==> src/logic/pcs_pkg.sv <==
package pcs_pkg;

    // ==========================================================
    // Widths
    // ==========================================================
    localparam int ADDR_W = 7;
    localparam int DATA_W = 9;
    localparam int N_W = 4;
    localparam int K_W = 22;
    localparam int RATE_W = 18;

    // ==========================================================
    // Register offsets
    // ==========================================================
    localparam logic [6:0] OFS_FIRST_CTRL_1 = 7'h00;
    localparam logic [6:0] OFS_FIRST_CTRL_2 = 7'h01;
    localparam logic [6:0] OFS_FIRST_CTRL_3 = 7'h02;
    localparam logic [6:0] OFS_FIRST_CTRL_4 = 7'h03;
    localparam logic [6:0] OFS_SECOND_CTRL_1 = 7'h04;
    localparam logic [6:0] OFS_SECOND_CTRL_2 = 7'h05;
    localparam logic [6:0] OFS_SECOND_CTRL_3 = 7'h06;
    localparam logic [6:0] OFS_SECOND_CTRL_4 = 7'h07;
    localparam logic [6:0] OFS_POWER_CTRL = 7'h08;
    localparam logic [6:0] OFS_RX_STATUS = 7'h09;

    // ==========================================================
    // Field positions
    // ==========================================================
    localparam int BIT_IN_DIV = 0;
    localparam int BIT_OUT_DOUBLE = 1;
    localparam int OUT_CODE_LO = 3;
    localparam int MASTER_SEL_LO = 5;
    localparam int AUX_SEL_LO = 7;
    localparam int N_LO = 5;
    localparam int K_MID_LO = 9;
    localparam int K_TOP_LO = 18;
    localparam int PD_FIRST = 0;
    localparam int PD_SECOND = 1;
    localparam int PD_RECEIVER = 2;
    localparam int PD_TRANSCEIVER = 3;

    // ==========================================================
    // Reset values
    // ==========================================================
    localparam logic [3:0] RST_INT_MULT = 4'h7;
    localparam logic [21:0] RST_FRAC_MULT = 22'h36FD21;
    localparam logic [1:0] RST_OUT_CODE = 2'h2;
    localparam logic [1:0] RST_AUX_SEL = 2'h3;
    localparam logic [1:0] RST_MASTER_SEL = 2'h0;
    localparam logic [3:0] RST_POWER = 4'hF;

    // ==========================================================
    // Pin source codes and divider figures
    // ==========================================================
    localparam logic [1:0] SEL_NONE = 2'h0;
    localparam logic [1:0] SEL_FIRST = 2'h1;
    localparam logic [1:0] SEL_SECOND = 2'h2;
    localparam logic [1:0] SEL_OSC = 2'h3;
    localparam logic [4:0] DIV_CODE0 = 5'h02;
    localparam logic [4:0] DIV_CODE1 = 5'h04;
    localparam logic [4:0] DIV_CODE2 = 5'h08;
    localparam logic [4:0] DIV_CODE3 = 5'h0C;
    localparam logic [1:0] IN_DIV_ONE = 2'h1;
    localparam logic [1:0] IN_DIV_TWO = 2'h2;
    localparam logic [8:0] FS_MULT_FULL = 9'h100;
    localparam logic [8:0] FS_MULT_HALF = 9'h080;

    // ==========================================================
    // Sample rate class bounds in Hz, each with 1% margin
    // ==========================================================
    localparam logic [17:0] HIGH_LO = 18'h15516;
    localparam logic [17:0] HIGH_HI = 18'h17AC0;
    localparam logic [17:0] MID_LO = 18'h0AA8B;
    localparam logic [17:0] MID_HI = 18'h0BD60;
    localparam logic [17:0] LOW_LO = 18'h07BC0;
    localparam logic [17:0] LOW_HI = 18'h07E40;

    // ==========================================================
    // Types
    // ==========================================================
    typedef enum logic [1:0] {
        RATE_NONE,
        RATE_HIGH,
        RATE_MID,
        RATE_LOW
    } pcs_rate_class_t;

    typedef struct packed {
        logic in_div;
        logic out_double;
        logic [1:0] out_code;
        logic [3:0] int_mult;
        logic [21:0] frac_mult;
    } pcs_synth_reg_t;

    typedef struct packed {
        logic [3:0] int_mult;
        logic [21:0] frac_mult;
        logic [1:0] in_div_ratio;
        logic [4:0] out_div_ratio;
        logic out_div_used;
        logic [8:0] fs_mult;
    } pcs_synth_cfg_t;

endpackage

==> src/logic/pcs_synth_cfg.sv <==
`timescale 1ns/100ps
module pcs_synth_cfg #(
    parameter bit IS_FIRST = 1'b0
) (
    input wire logic clk_in,
    input wire logic rst_in,
    input wire pcs_pkg::pcs_synth_reg_t regs_in,
    input wire logic rx_mode_in,
    input wire logic [3:0] rx_int_mult_in,
    input wire logic [21:0] rx_frac_mult_in,
    output pcs_pkg::pcs_synth_cfg_t cfg_out
);
    import pcs_pkg::*;

    pcs_synth_cfg_t state;
    pcs_synth_cfg_t next_state;
    logic [4:0] base_div;

    // ==========================================================
    // Decode of one synthesizer's settings
    // ==========================================================
    // Base ratio from the divider code, doubled by the post-scale bit.
    always_comb begin
        unique case (regs_in.out_code)
            2'h0: base_div = DIV_CODE0;
            2'h1: base_div = DIV_CODE1;
            2'h2: base_div = DIV_CODE2;
            2'h3: base_div = DIV_CODE3;
        endcase
    end

    // The receiver owns the first synthesizer's multipliers in receive
    // mode; the output divider of either one is then not used.
    always_comb begin
        next_state = state;
        next_state.int_mult = regs_in.int_mult;
        next_state.frac_mult = regs_in.frac_mult;
        if (rx_mode_in && IS_FIRST) begin
            next_state.int_mult = rx_int_mult_in;
            next_state.frac_mult = rx_frac_mult_in;
        end
        next_state.in_div_ratio =
            regs_in.in_div ? IN_DIV_TWO : IN_DIV_ONE;
        next_state.out_div_ratio =
            regs_in.out_double ? base_div << 1 : base_div;
        next_state.out_div_used = !rx_mode_in;
        next_state.fs_mult = 9'h000;
        if (rx_mode_in) begin
            next_state.out_div_ratio = 5'h00;
            if (IS_FIRST) begin
                next_state.fs_mult =
                    regs_in.out_double ? FS_MULT_HALF : FS_MULT_FULL;
            end
        end
    end

    // Registered so every consumer sees a glitch-free setting.
    always_ff @(posedge clk_in) begin
        if (rst_in) begin
            state <= '0;
        end else begin
            state <= next_state;
        end
    end

    assign cfg_out = state;
endmodule

==> src/logic/pcs_clock_ctrl.sv <==
`timescale 1ns/100ps
// How it works
// - Both synthesizers share one register layout and one decoder.
// - Aux pin source at bits 8:7: off, first, second, oscillator; resets to 11.
// - Master pin at bits 6:5: input, first, second, oscillator; resets 00.
// - In receive mode the receiver drives first synthesizer multipliers.
// - Incoming rate is sorted into three classes with 1% margins.
// - Receive mode ignores the second synthesizer's output divider bits.
// - Second synthesizer multipliers reset to 7 and 36FD21 hex.
// - Prescale bit clear passes oscillator clock, set halves it.
// - User mode output divide is 2, 4, 8, 12, doubled by post-scale.
// - In receive mode first post-scale picks 256 or 128 times fs.
module pcs_clock_ctrl (
    input wire logic SYS_CLK_IN,
    input wire logic RST_IN,
    input wire logic [6:0] REG_ADDR_IN,
    input wire logic [8:0] REG_WDATA_IN,
    input wire logic REG_WR_IN,
    input wire logic REG_RD_IN,
    output logic [8:0] REG_RDATA_OUT,
    input wire logic OSC_CLK_IN,
    input wire logic FIRST_SYNTH_CLK_IN,
    input wire logic SECOND_SYNTH_CLK_IN,
    input wire logic [3:0] RX_INT_MULT_IN,
    input wire logic [21:0] RX_FRAC_MULT_IN,
    input wire logic [17:0] RX_RATE_HZ_IN,
    output logic AUX_CLOCK_PIN_OUT,
    output logic AUX_CLOCK_PIN_OE_OUT,
    output logic MASTER_CLOCK_PIN_OUT,
    output logic MASTER_CLOCK_PIN_OE_OUT,
    output logic [3:0] POWERDOWN_OUT,
    output logic RX_MODE_OUT,
    output pcs_pkg::pcs_rate_class_t RX_RATE_CLASS_OUT,
    output pcs_pkg::pcs_synth_cfg_t FIRST_SYNTH_CFG_OUT,
    output pcs_pkg::pcs_synth_cfg_t SECOND_SYNTH_CFG_OUT
);
    import pcs_pkg::*;

    typedef struct packed {
        pcs_synth_reg_t [1:0] synth;
        logic [1:0] aux_sel;
        logic [1:0] master_sel;
        logic [3:0] power;
        logic [8:0] rdata;
        logic aux_out;
        logic aux_oe;
        logic master_out;
        logic master_oe;
        logic rx_mode;
        pcs_rate_class_t rate_class;
    } pcs_top_state_t;

    pcs_top_state_t state;
    pcs_top_state_t next_state;
    pcs_synth_cfg_t [1:0] cfg;
    pcs_synth_reg_t rd_synth;
    logic [8:0] rd_word;
    logic aux_src;
    logic master_src;

    // ==========================================================
    // Per-synthesizer decode
    // ==========================================================
    // One decoder type serves both; only the first listens to the
    // receiver's multipliers.
    generate
        for (genvar i = 0; i < 2; i++) begin : g_synth
            pcs_synth_cfg #(
                .IS_FIRST(i == 0)
            ) u_cfg (
                .clk_in(SYS_CLK_IN),
                .rst_in(RST_IN),
                .regs_in(state.synth[i]),
                .rx_mode_in(state.rx_mode),
                .rx_int_mult_in(RX_INT_MULT_IN),
                .rx_frac_mult_in(RX_FRAC_MULT_IN),
                .cfg_out(cfg[i])
            );
        end
    endgenerate

    // ==========================================================
    // Register read mux
    // ==========================================================
    // Offsets 0-3 address the first synthesizer and 4-7 the second; the
    // pin source fields exist only in the second's fourth register.
    always_comb begin
        rd_word = 9'h000;
        rd_synth = state.synth[REG_ADDR_IN[2]];
        if (REG_ADDR_IN <= OFS_SECOND_CTRL_4) begin
            unique case (REG_ADDR_IN[1:0])
                2'h0: rd_word = rd_synth.frac_mult[8:0];
                2'h1: rd_word = rd_synth.frac_mult[17:K_MID_LO];
                2'h2: begin
                    rd_word[3:0] = rd_synth.frac_mult[21:K_TOP_LO];
                    rd_word[8:N_LO] = rd_synth.int_mult;
                end
                2'h3: begin
                    rd_word[BIT_IN_DIV] = rd_synth.in_div;
                    rd_word[BIT_OUT_DOUBLE] = rd_synth.out_double;
                    rd_word[4:OUT_CODE_LO] = rd_synth.out_code;
                    if (REG_ADDR_IN[2]) begin
                        rd_word[6:MASTER_SEL_LO] = state.master_sel;
                        rd_word[8:AUX_SEL_LO] = state.aux_sel;
                    end
                end
            endcase
        end else if (REG_ADDR_IN == OFS_POWER_CTRL) begin
            rd_word[3:0] = state.power;
        end else if (REG_ADDR_IN == OFS_RX_STATUS) begin
            rd_word[1:0] = state.rate_class;
            rd_word[2] = state.rx_mode;
        end
    end

    // ==========================================================
    // Pin source selection
    // ==========================================================
    // Clocks are sampled as levels, so the pins carry a one-cycle
    // delayed copy; a real chip would mux the analogue clocks directly.
    always_comb begin
        unique case (state.aux_sel)
            SEL_NONE: aux_src = 1'b0;
            SEL_FIRST: aux_src = FIRST_SYNTH_CLK_IN;
            SEL_SECOND: aux_src = SECOND_SYNTH_CLK_IN;
            SEL_OSC: aux_src = OSC_CLK_IN;
        endcase
        unique case (state.master_sel)
            SEL_NONE: master_src = 1'b0;
            SEL_FIRST: master_src = FIRST_SYNTH_CLK_IN;
            SEL_SECOND: master_src = SECOND_SYNTH_CLK_IN;
            SEL_OSC: master_src = OSC_CLK_IN;
        endcase
    end

    // ==========================================================
    // Next state
    // ==========================================================
    always_comb begin
        next_state = state;
        if (REG_WR_IN) begin
            for (int i = 0; i < 2; i++) begin
                if (REG_ADDR_IN[6:2] == 5'(i)) begin
                    unique case (REG_ADDR_IN[1:0])
                        2'h0: next_state.synth[i].frac_mult[8:0] =
                            REG_WDATA_IN;
                        2'h1: next_state.synth[i].frac_mult[17:K_MID_LO] =
                            REG_WDATA_IN;
                        2'h2: begin
                            next_state.synth[i].frac_mult[21:K_TOP_LO] =
                                REG_WDATA_IN[3:0];
                            next_state.synth[i].int_mult =
                                REG_WDATA_IN[8:N_LO];
                        end
                        2'h3: begin
                            next_state.synth[i].in_div =
                                REG_WDATA_IN[BIT_IN_DIV];
                            next_state.synth[i].out_double =
                                REG_WDATA_IN[BIT_OUT_DOUBLE];
                            next_state.synth[i].out_code =
                                REG_WDATA_IN[4:OUT_CODE_LO];
                        end
                    endcase
                end
            end
            if (REG_ADDR_IN == OFS_SECOND_CTRL_4) begin
                next_state.master_sel = REG_WDATA_IN[6:MASTER_SEL_LO];
                next_state.aux_sel = REG_WDATA_IN[8:AUX_SEL_LO];
            end
            if (REG_ADDR_IN == OFS_POWER_CTRL) begin
                next_state.power = REG_WDATA_IN[3:0];
            end
        end
        if (REG_RD_IN) begin
            next_state.rdata = rd_word;
        end
        // Receive mode follows the receiver and transceiver power bits.
        next_state.rx_mode = !state.power[PD_RECEIVER] &&
                             !state.power[PD_TRANSCEIVER];
        // Pins: aux tristated on 00, master is an input on 00.
        next_state.aux_oe = (state.aux_sel != SEL_NONE);
        next_state.aux_out = aux_src;
        next_state.master_oe = (state.master_sel != SEL_NONE);
        next_state.master_out = master_src;
        // Rate classes; outside all windows no class is claimed.
        next_state.rate_class = RATE_NONE;
        if (RX_RATE_HZ_IN >= HIGH_LO && RX_RATE_HZ_IN <= HIGH_HI) begin
            next_state.rate_class = RATE_HIGH;
        end else if (RX_RATE_HZ_IN >= MID_LO && RX_RATE_HZ_IN <= MID_HI) begin
            next_state.rate_class = RATE_MID;
        end else if (RX_RATE_HZ_IN >= LOW_LO && RX_RATE_HZ_IN <= LOW_HI) begin
            next_state.rate_class = RATE_LOW;
        end
        if (!state.rx_mode) begin
            next_state.rate_class = RATE_NONE;
        end
    end

    // ==========================================================
    // State register
    // ==========================================================
    // Defaults let a 12 MHz oscillator receive without reprogramming.
    always_ff @(posedge SYS_CLK_IN) begin
        if (RST_IN) begin
            state <= '0;
            for (int i = 0; i < 2; i++) begin
                state.synth[i].int_mult <= RST_INT_MULT;
                state.synth[i].frac_mult <= RST_FRAC_MULT;
                state.synth[i].out_code <= RST_OUT_CODE;
            end
            state.aux_sel <= RST_AUX_SEL;
            state.master_sel <= RST_MASTER_SEL;
            state.power <= RST_POWER;
        end else begin
            state <= next_state;
        end
    end

    assign REG_RDATA_OUT = state.rdata;
    assign AUX_CLOCK_PIN_OUT = state.aux_out;
    assign AUX_CLOCK_PIN_OE_OUT = state.aux_oe;
    assign MASTER_CLOCK_PIN_OUT = state.master_out;
    assign MASTER_CLOCK_PIN_OE_OUT = state.master_oe;
    assign POWERDOWN_OUT = state.power;
    assign RX_MODE_OUT = state.rx_mode;
    assign RX_RATE_CLASS_OUT = state.rate_class;
    assign FIRST_SYNTH_CFG_OUT = cfg[0];
    assign SECOND_SYNTH_CFG_OUT = cfg[1];
endmodule

==> config.mk <==
export PLATFORM = sky130hd
export DESIGN_NAME = pcs_clock_ctrl
export DESIGN_NICKNAME = d
export VERILOG_FILES = /design/src/logic/pcs_pkg.sv /design/src/logic/pcs_synth_cfg.sv /design/src/logic/pcs_clock_ctrl.sv
export SDC_FILE = /design/constraint.sdc
export NUM_CORES = 1
export LEC_CHECK = 0
export ABC_AREA = 1
export BUFFER_PORTS_ARGS = -buffer_cell sky130_fd_sc_hd__buf_2
export CAP_MARGIN = 20
export CORE_MARGIN = 2
export CORE_UTILIZATION = 47
export DETAILED_ROUTE_END_ITERATION = 10
export PLACE_DENSITY = 0.88
export RECOVER_POWER = 100
export SYNTH_ARGS = -nofsm -noshare
export SYNTH_HDL_FRONTEND = slang
export SYNTH_SLANG_ARGS = --single-unit
export TNS_END_PERCENT = 100
==> constraint.sdc <==
create_clock -name SYS_CLK_IN -period 1.4 [get_ports SYS_CLK_IN]
set_input_delay 0.28 -clock SYS_CLK_IN [delete_from_list [all_inputs] [get_ports SYS_CLK_IN]]
set_output_delay 0.28 -clock SYS_CLK_IN [all_outputs]
set_load 0.05 [all_outputs]
==> impl_results.md <==
* Status: finished clean
* HPWL after detailed placement at 13290 µm
* Launch point of the worst path: POWERDOWN_OUT[1]$_SDFFE_PP1P_
* Clk slew on worst S/H paths at 60 ps
* Worst-Skew Late Latency at 420 ps
* Initial core utilization at 48.04%
* Cell count after synthesis at 837
* Top library cells by usage in the layout, fill and taps aside: sky130_fd_sc_hd__nand2_1, sky130_fd_sc_hd__dfxtp_1, sky130_fd_sc_hd__nor2_1
* Initial DRC Count at 535
* Post-synth cell types at 26
* Max Fanout on Critical Path at 3
* Total power at 10.33 mW
* Overall routed net length at 17890 µm
* Worst setup path category: reg -> out
* Endpoint class of the critical path: output port
* Endpoint arrival time on the critical path at 1070 ps
* Source of the worst hold timing path: RX_FRAC_MULT_IN[1]
* Number of buffers and inverters on the critical path at 1
* Transition at the pin with the smallest max-transition slack at 551.3 ps
* Fin nets at 1065
* Area overhead of the layout relative to synthesis at 24.19%
* DIE WIDTH at 120.1 µm
* Cell depth of the worst flop-to-flop path at 5
* Slowest stage cell on the critical path: sky130_fd_sc_hd__dfxtp_1
* Final number of hold-violating endpoints at 0
* Hold bufs inserted after CTS at 0
* Synth async-reset ratio at 0%
* Vias in the first global route at 5695
* Gates resized, CTS repair at 1
* Worst Setup Slack post-DPL at -195.1 ps
* CP required at 1120 ps
* Clock tree root buffer cell: sky130_fd_sc_hd__clkbuf_16
* Vertical extent of the die at 120.1 µm
* Area of the mapped netlist at 0.006336 mm²
* Diode insertion count for antenna repair at 0
* Number of synthesis warnings at 0
* Total routing usage reported by global routing at 25.04%
* Worst IR Drop VDD at 0.9886 mV
* Average cell area after synthesis at 7.570 µm²
* Maximum level of the CTS H-tree at 4
* Most common cell after layout, fill and taps aside: sky130_fd_sc_hd__nand2_1
* Total leakage power at 3.966 nW
* Count of boundary I/O pins at 173
* Headroom to the max-slew limit at 63.25%
* Buffer levels on the longest clock path at 2
* # Post-CTS Setup Buffers at 0
* Area post-placement at 0.007317 mm²
* Antenna violations before repair at 0
* Fraction of layout cells with a size suffix above 1 at 22.65%
* Final estimated routing congestion in global placement at 0.9639
* Largest stage delay on the critical path at 370 ps
* Core Rows at 42
* Worst setup slack for register-to-register paths at 130 ps
* Final number of max-transition violations at 0
* First-pass detailed-route iteration total at 6
* Area of the placeable core at 0.01319 mm²
* Crit path capture: POWERDOWN_OUT[1]
* Finished layout cell area at 0.007869 mm²
* TritonCTS clock tree: done
* Kind of start point of the critical path: flop
* Number of sinks handled by clock tree synthesis at 151
* Routed Antenna Nets at 0
* Worst Setup Slack, final at 47.14 ps
* Maximum capacitance violations at 0
* RSZ-0062 raised after global routing: false
* Number of flops mapped to enable cells by yosys at 0
* Primary FF master, synth: sky130_fd_sc_hd__dfxtp_1
* Detailed-route via count at 6166
* Die Area at 0.01443 mm²
* Synthesis-stage register bit count at 151
* Time the final worst path needs with I/O delays and setup at 1353 ps
* Pwr dens at 1312 mW/mm²
* Share of the cycle needed by the critical path after routing at 96.63%
* Pin count of the biggest net entering global routing at 44
* Fmax at 739.2 MHz
* DRC violations left at 0
* Share of synthesized area occupied by flip-flops and latches at 47.71%
* Kind of cell with the highest combined delay on the critical path: flip-flops
* Clock skew at 7.835 ps
* WP depth at 1
* IO buf count at 154
* Post-DR vias/cell at 5.195
* Number of buffers created by CTS at 17
* Total gr overflow at 0
* Crit path cell chain: buf_2
* Crit Reg-Reg Endpoint: g_synth[0].u_cfg.cfg_out[20]$_SDFF_PP0_
* Worst Hold Class: in -> reg
* Number of failing setup endpoints in the final timing report at 0
* First-pass GRT wire length at 28000 µm
* Worst R2R Start: RX_MODE_OUT$_SDFF_PP0_
* Post-detailed-route wirelength per cell at 15.07 µm
Yosys cell counts, types with 2 or more instances:
master / count / area [µm²]
sky130_fd_sc_hd__a21oi_1: 57 / 285.3
sky130_fd_sc_hd__buf_1: 3 / 11.26
sky130_fd_sc_hd__buf_2: 9 / 45.04
sky130_fd_sc_hd__buf_4: 35 / 262.8
sky130_fd_sc_hd__buf_6: 2 / 22.52
sky130_fd_sc_hd__clkbuf_1: 21 / 78.83
sky130_fd_sc_hd__dfxtp_1: 151 / 3023
sky130_fd_sc_hd__inv_1: 92 / 345.3
sky130_fd_sc_hd__nand2_1: 176 / 660.6
sky130_fd_sc_hd__nand2_2: 2 / 12.51
sky130_fd_sc_hd__nand3_1: 45 / 225.2
sky130_fd_sc_hd__nand3_2: 4 / 40.04
sky130_fd_sc_hd__nand3_4: 3 / 52.55
sky130_fd_sc_hd__nand4_1: 11 / 68.82
sky130_fd_sc_hd__nor2_1: 96 / 360.4
sky130_fd_sc_hd__nor2_4: 5 / 56.30
sky130_fd_sc_hd__nor3_1: 2 / 10.01
sky130_fd_sc_hd__o211ai_1: 54 / 405.4
sky130_fd_sc_hd__o21ai_0: 58 / 290.3
sky130_fd_sc_hd__o22ai_1: 5 / 31.28
worst min-delay path, cell delays in order:
cell,delay (ps)
sky130_fd_sc_hd__buf_2,70
sky130_fd_sc_hd__nand3_1,60
sky130_fd_sc_hd__nand2_1,60
metal layers:
| metal | wire length, µm | vias to the layer above | track usage [%] | part of all wire (%) |
|---|---|---|---|---|
| li1 | - | 2999 | - | - |
| met1 | 6635 | 2771 | 28.52 | 37 |
| met2 | 8638 | 327 | 42.40 | 48 |
| met3 | 1843 | 69 | 8.175 | 10 |
| met4 | 776 | 0 | 11.62 | 4.3 |
| met5 | 0 | - | 0 | 0 |
cells by family after synthesis:
kind of cell	after synthesis	share of synthesized area (%)
compound gates	175	16.09
buf+inv	164	12.24
flops	151	47.71
simple gates	346	23.89
other cells	1	0.05918
worst min-delay path by stage:
stage / to / slack [ps] / cells past startpoint
floorplan: g_synth[1].u_cfg.cfg_out[15]$_SDFF_PP0_ / 390 / 1
CTS: g_synth[0].u_cfg.cfg_out[37]$_SDFF_PP0_ / 70 / 3
finish: g_synth[0].u_cfg.cfg_out[18]$_SDFF_PP0_ / 80 / 3
global route: g_synth[0].u_cfg.cfg_out[22]$_SDFF_PP0_ / 90 / 3
global placement: g_synth[1].u_cfg.cfg_out[15]$_SDFF_PP0_ / 410 / 1
detailed placement: g_synth[1].u_cfg.cfg_out[15]$_SDFF_PP0_ / 410 / 1
sequential cells by signal, indices dropped and copies added, names as in the netlist:
name / count
RX_MODE_OUT: 1
RX_RATE_CLASS_OUT: 2
MASTER_CLOCK_PIN_OE_OUT: 1
REG_RDATA_OUT: 9
POWERDOWN_OUT: 4
AUX_CLOCK_PIN_OUT: 1
g_synth.u_cfg.cfg_out: 67
MASTER_CLOCK_PIN_OUT: 1
state: 64
AUX_CLOCK_PIN_OE_OUT: 1
cell type report:
type,count,area [µm²]
clock buffers,21,460.4
clock inverters,11,172.7
fillers,1164,5321
inverters,94,355.3
multi-input cells,539,2566
flip-flops and latches,151,3024
well taps,176,220.2
repair buffers,195,1070
where the power goes:
| group | internal (mW) | switching (mW) |
|---|---|---|
| clock | 3.08 | 1.78 |
| combinational | 0.274 | 0.799 |
| sequential | 4.37 | 0.0245 |
stage by stage:
stage / utilization (%) / setup TNS, ps / hold slack (ps) / instances
2_1_floorplan: - / 0 / 392.5 / 854
3_3_place_gp: 55.47 / -4175 / 409.7 / 1155
3_5_place_dp: 55.47 / -5787 / 413.7 / 1155
4_1_cts: 60.29 / 0 / 68.85 / 1187
5_1_grt: 59.66 / 0 / 85.64 / 1187
6_report: 59.66 / 0 / 83.55 / 1187
(Power assumes the default switching activity.)
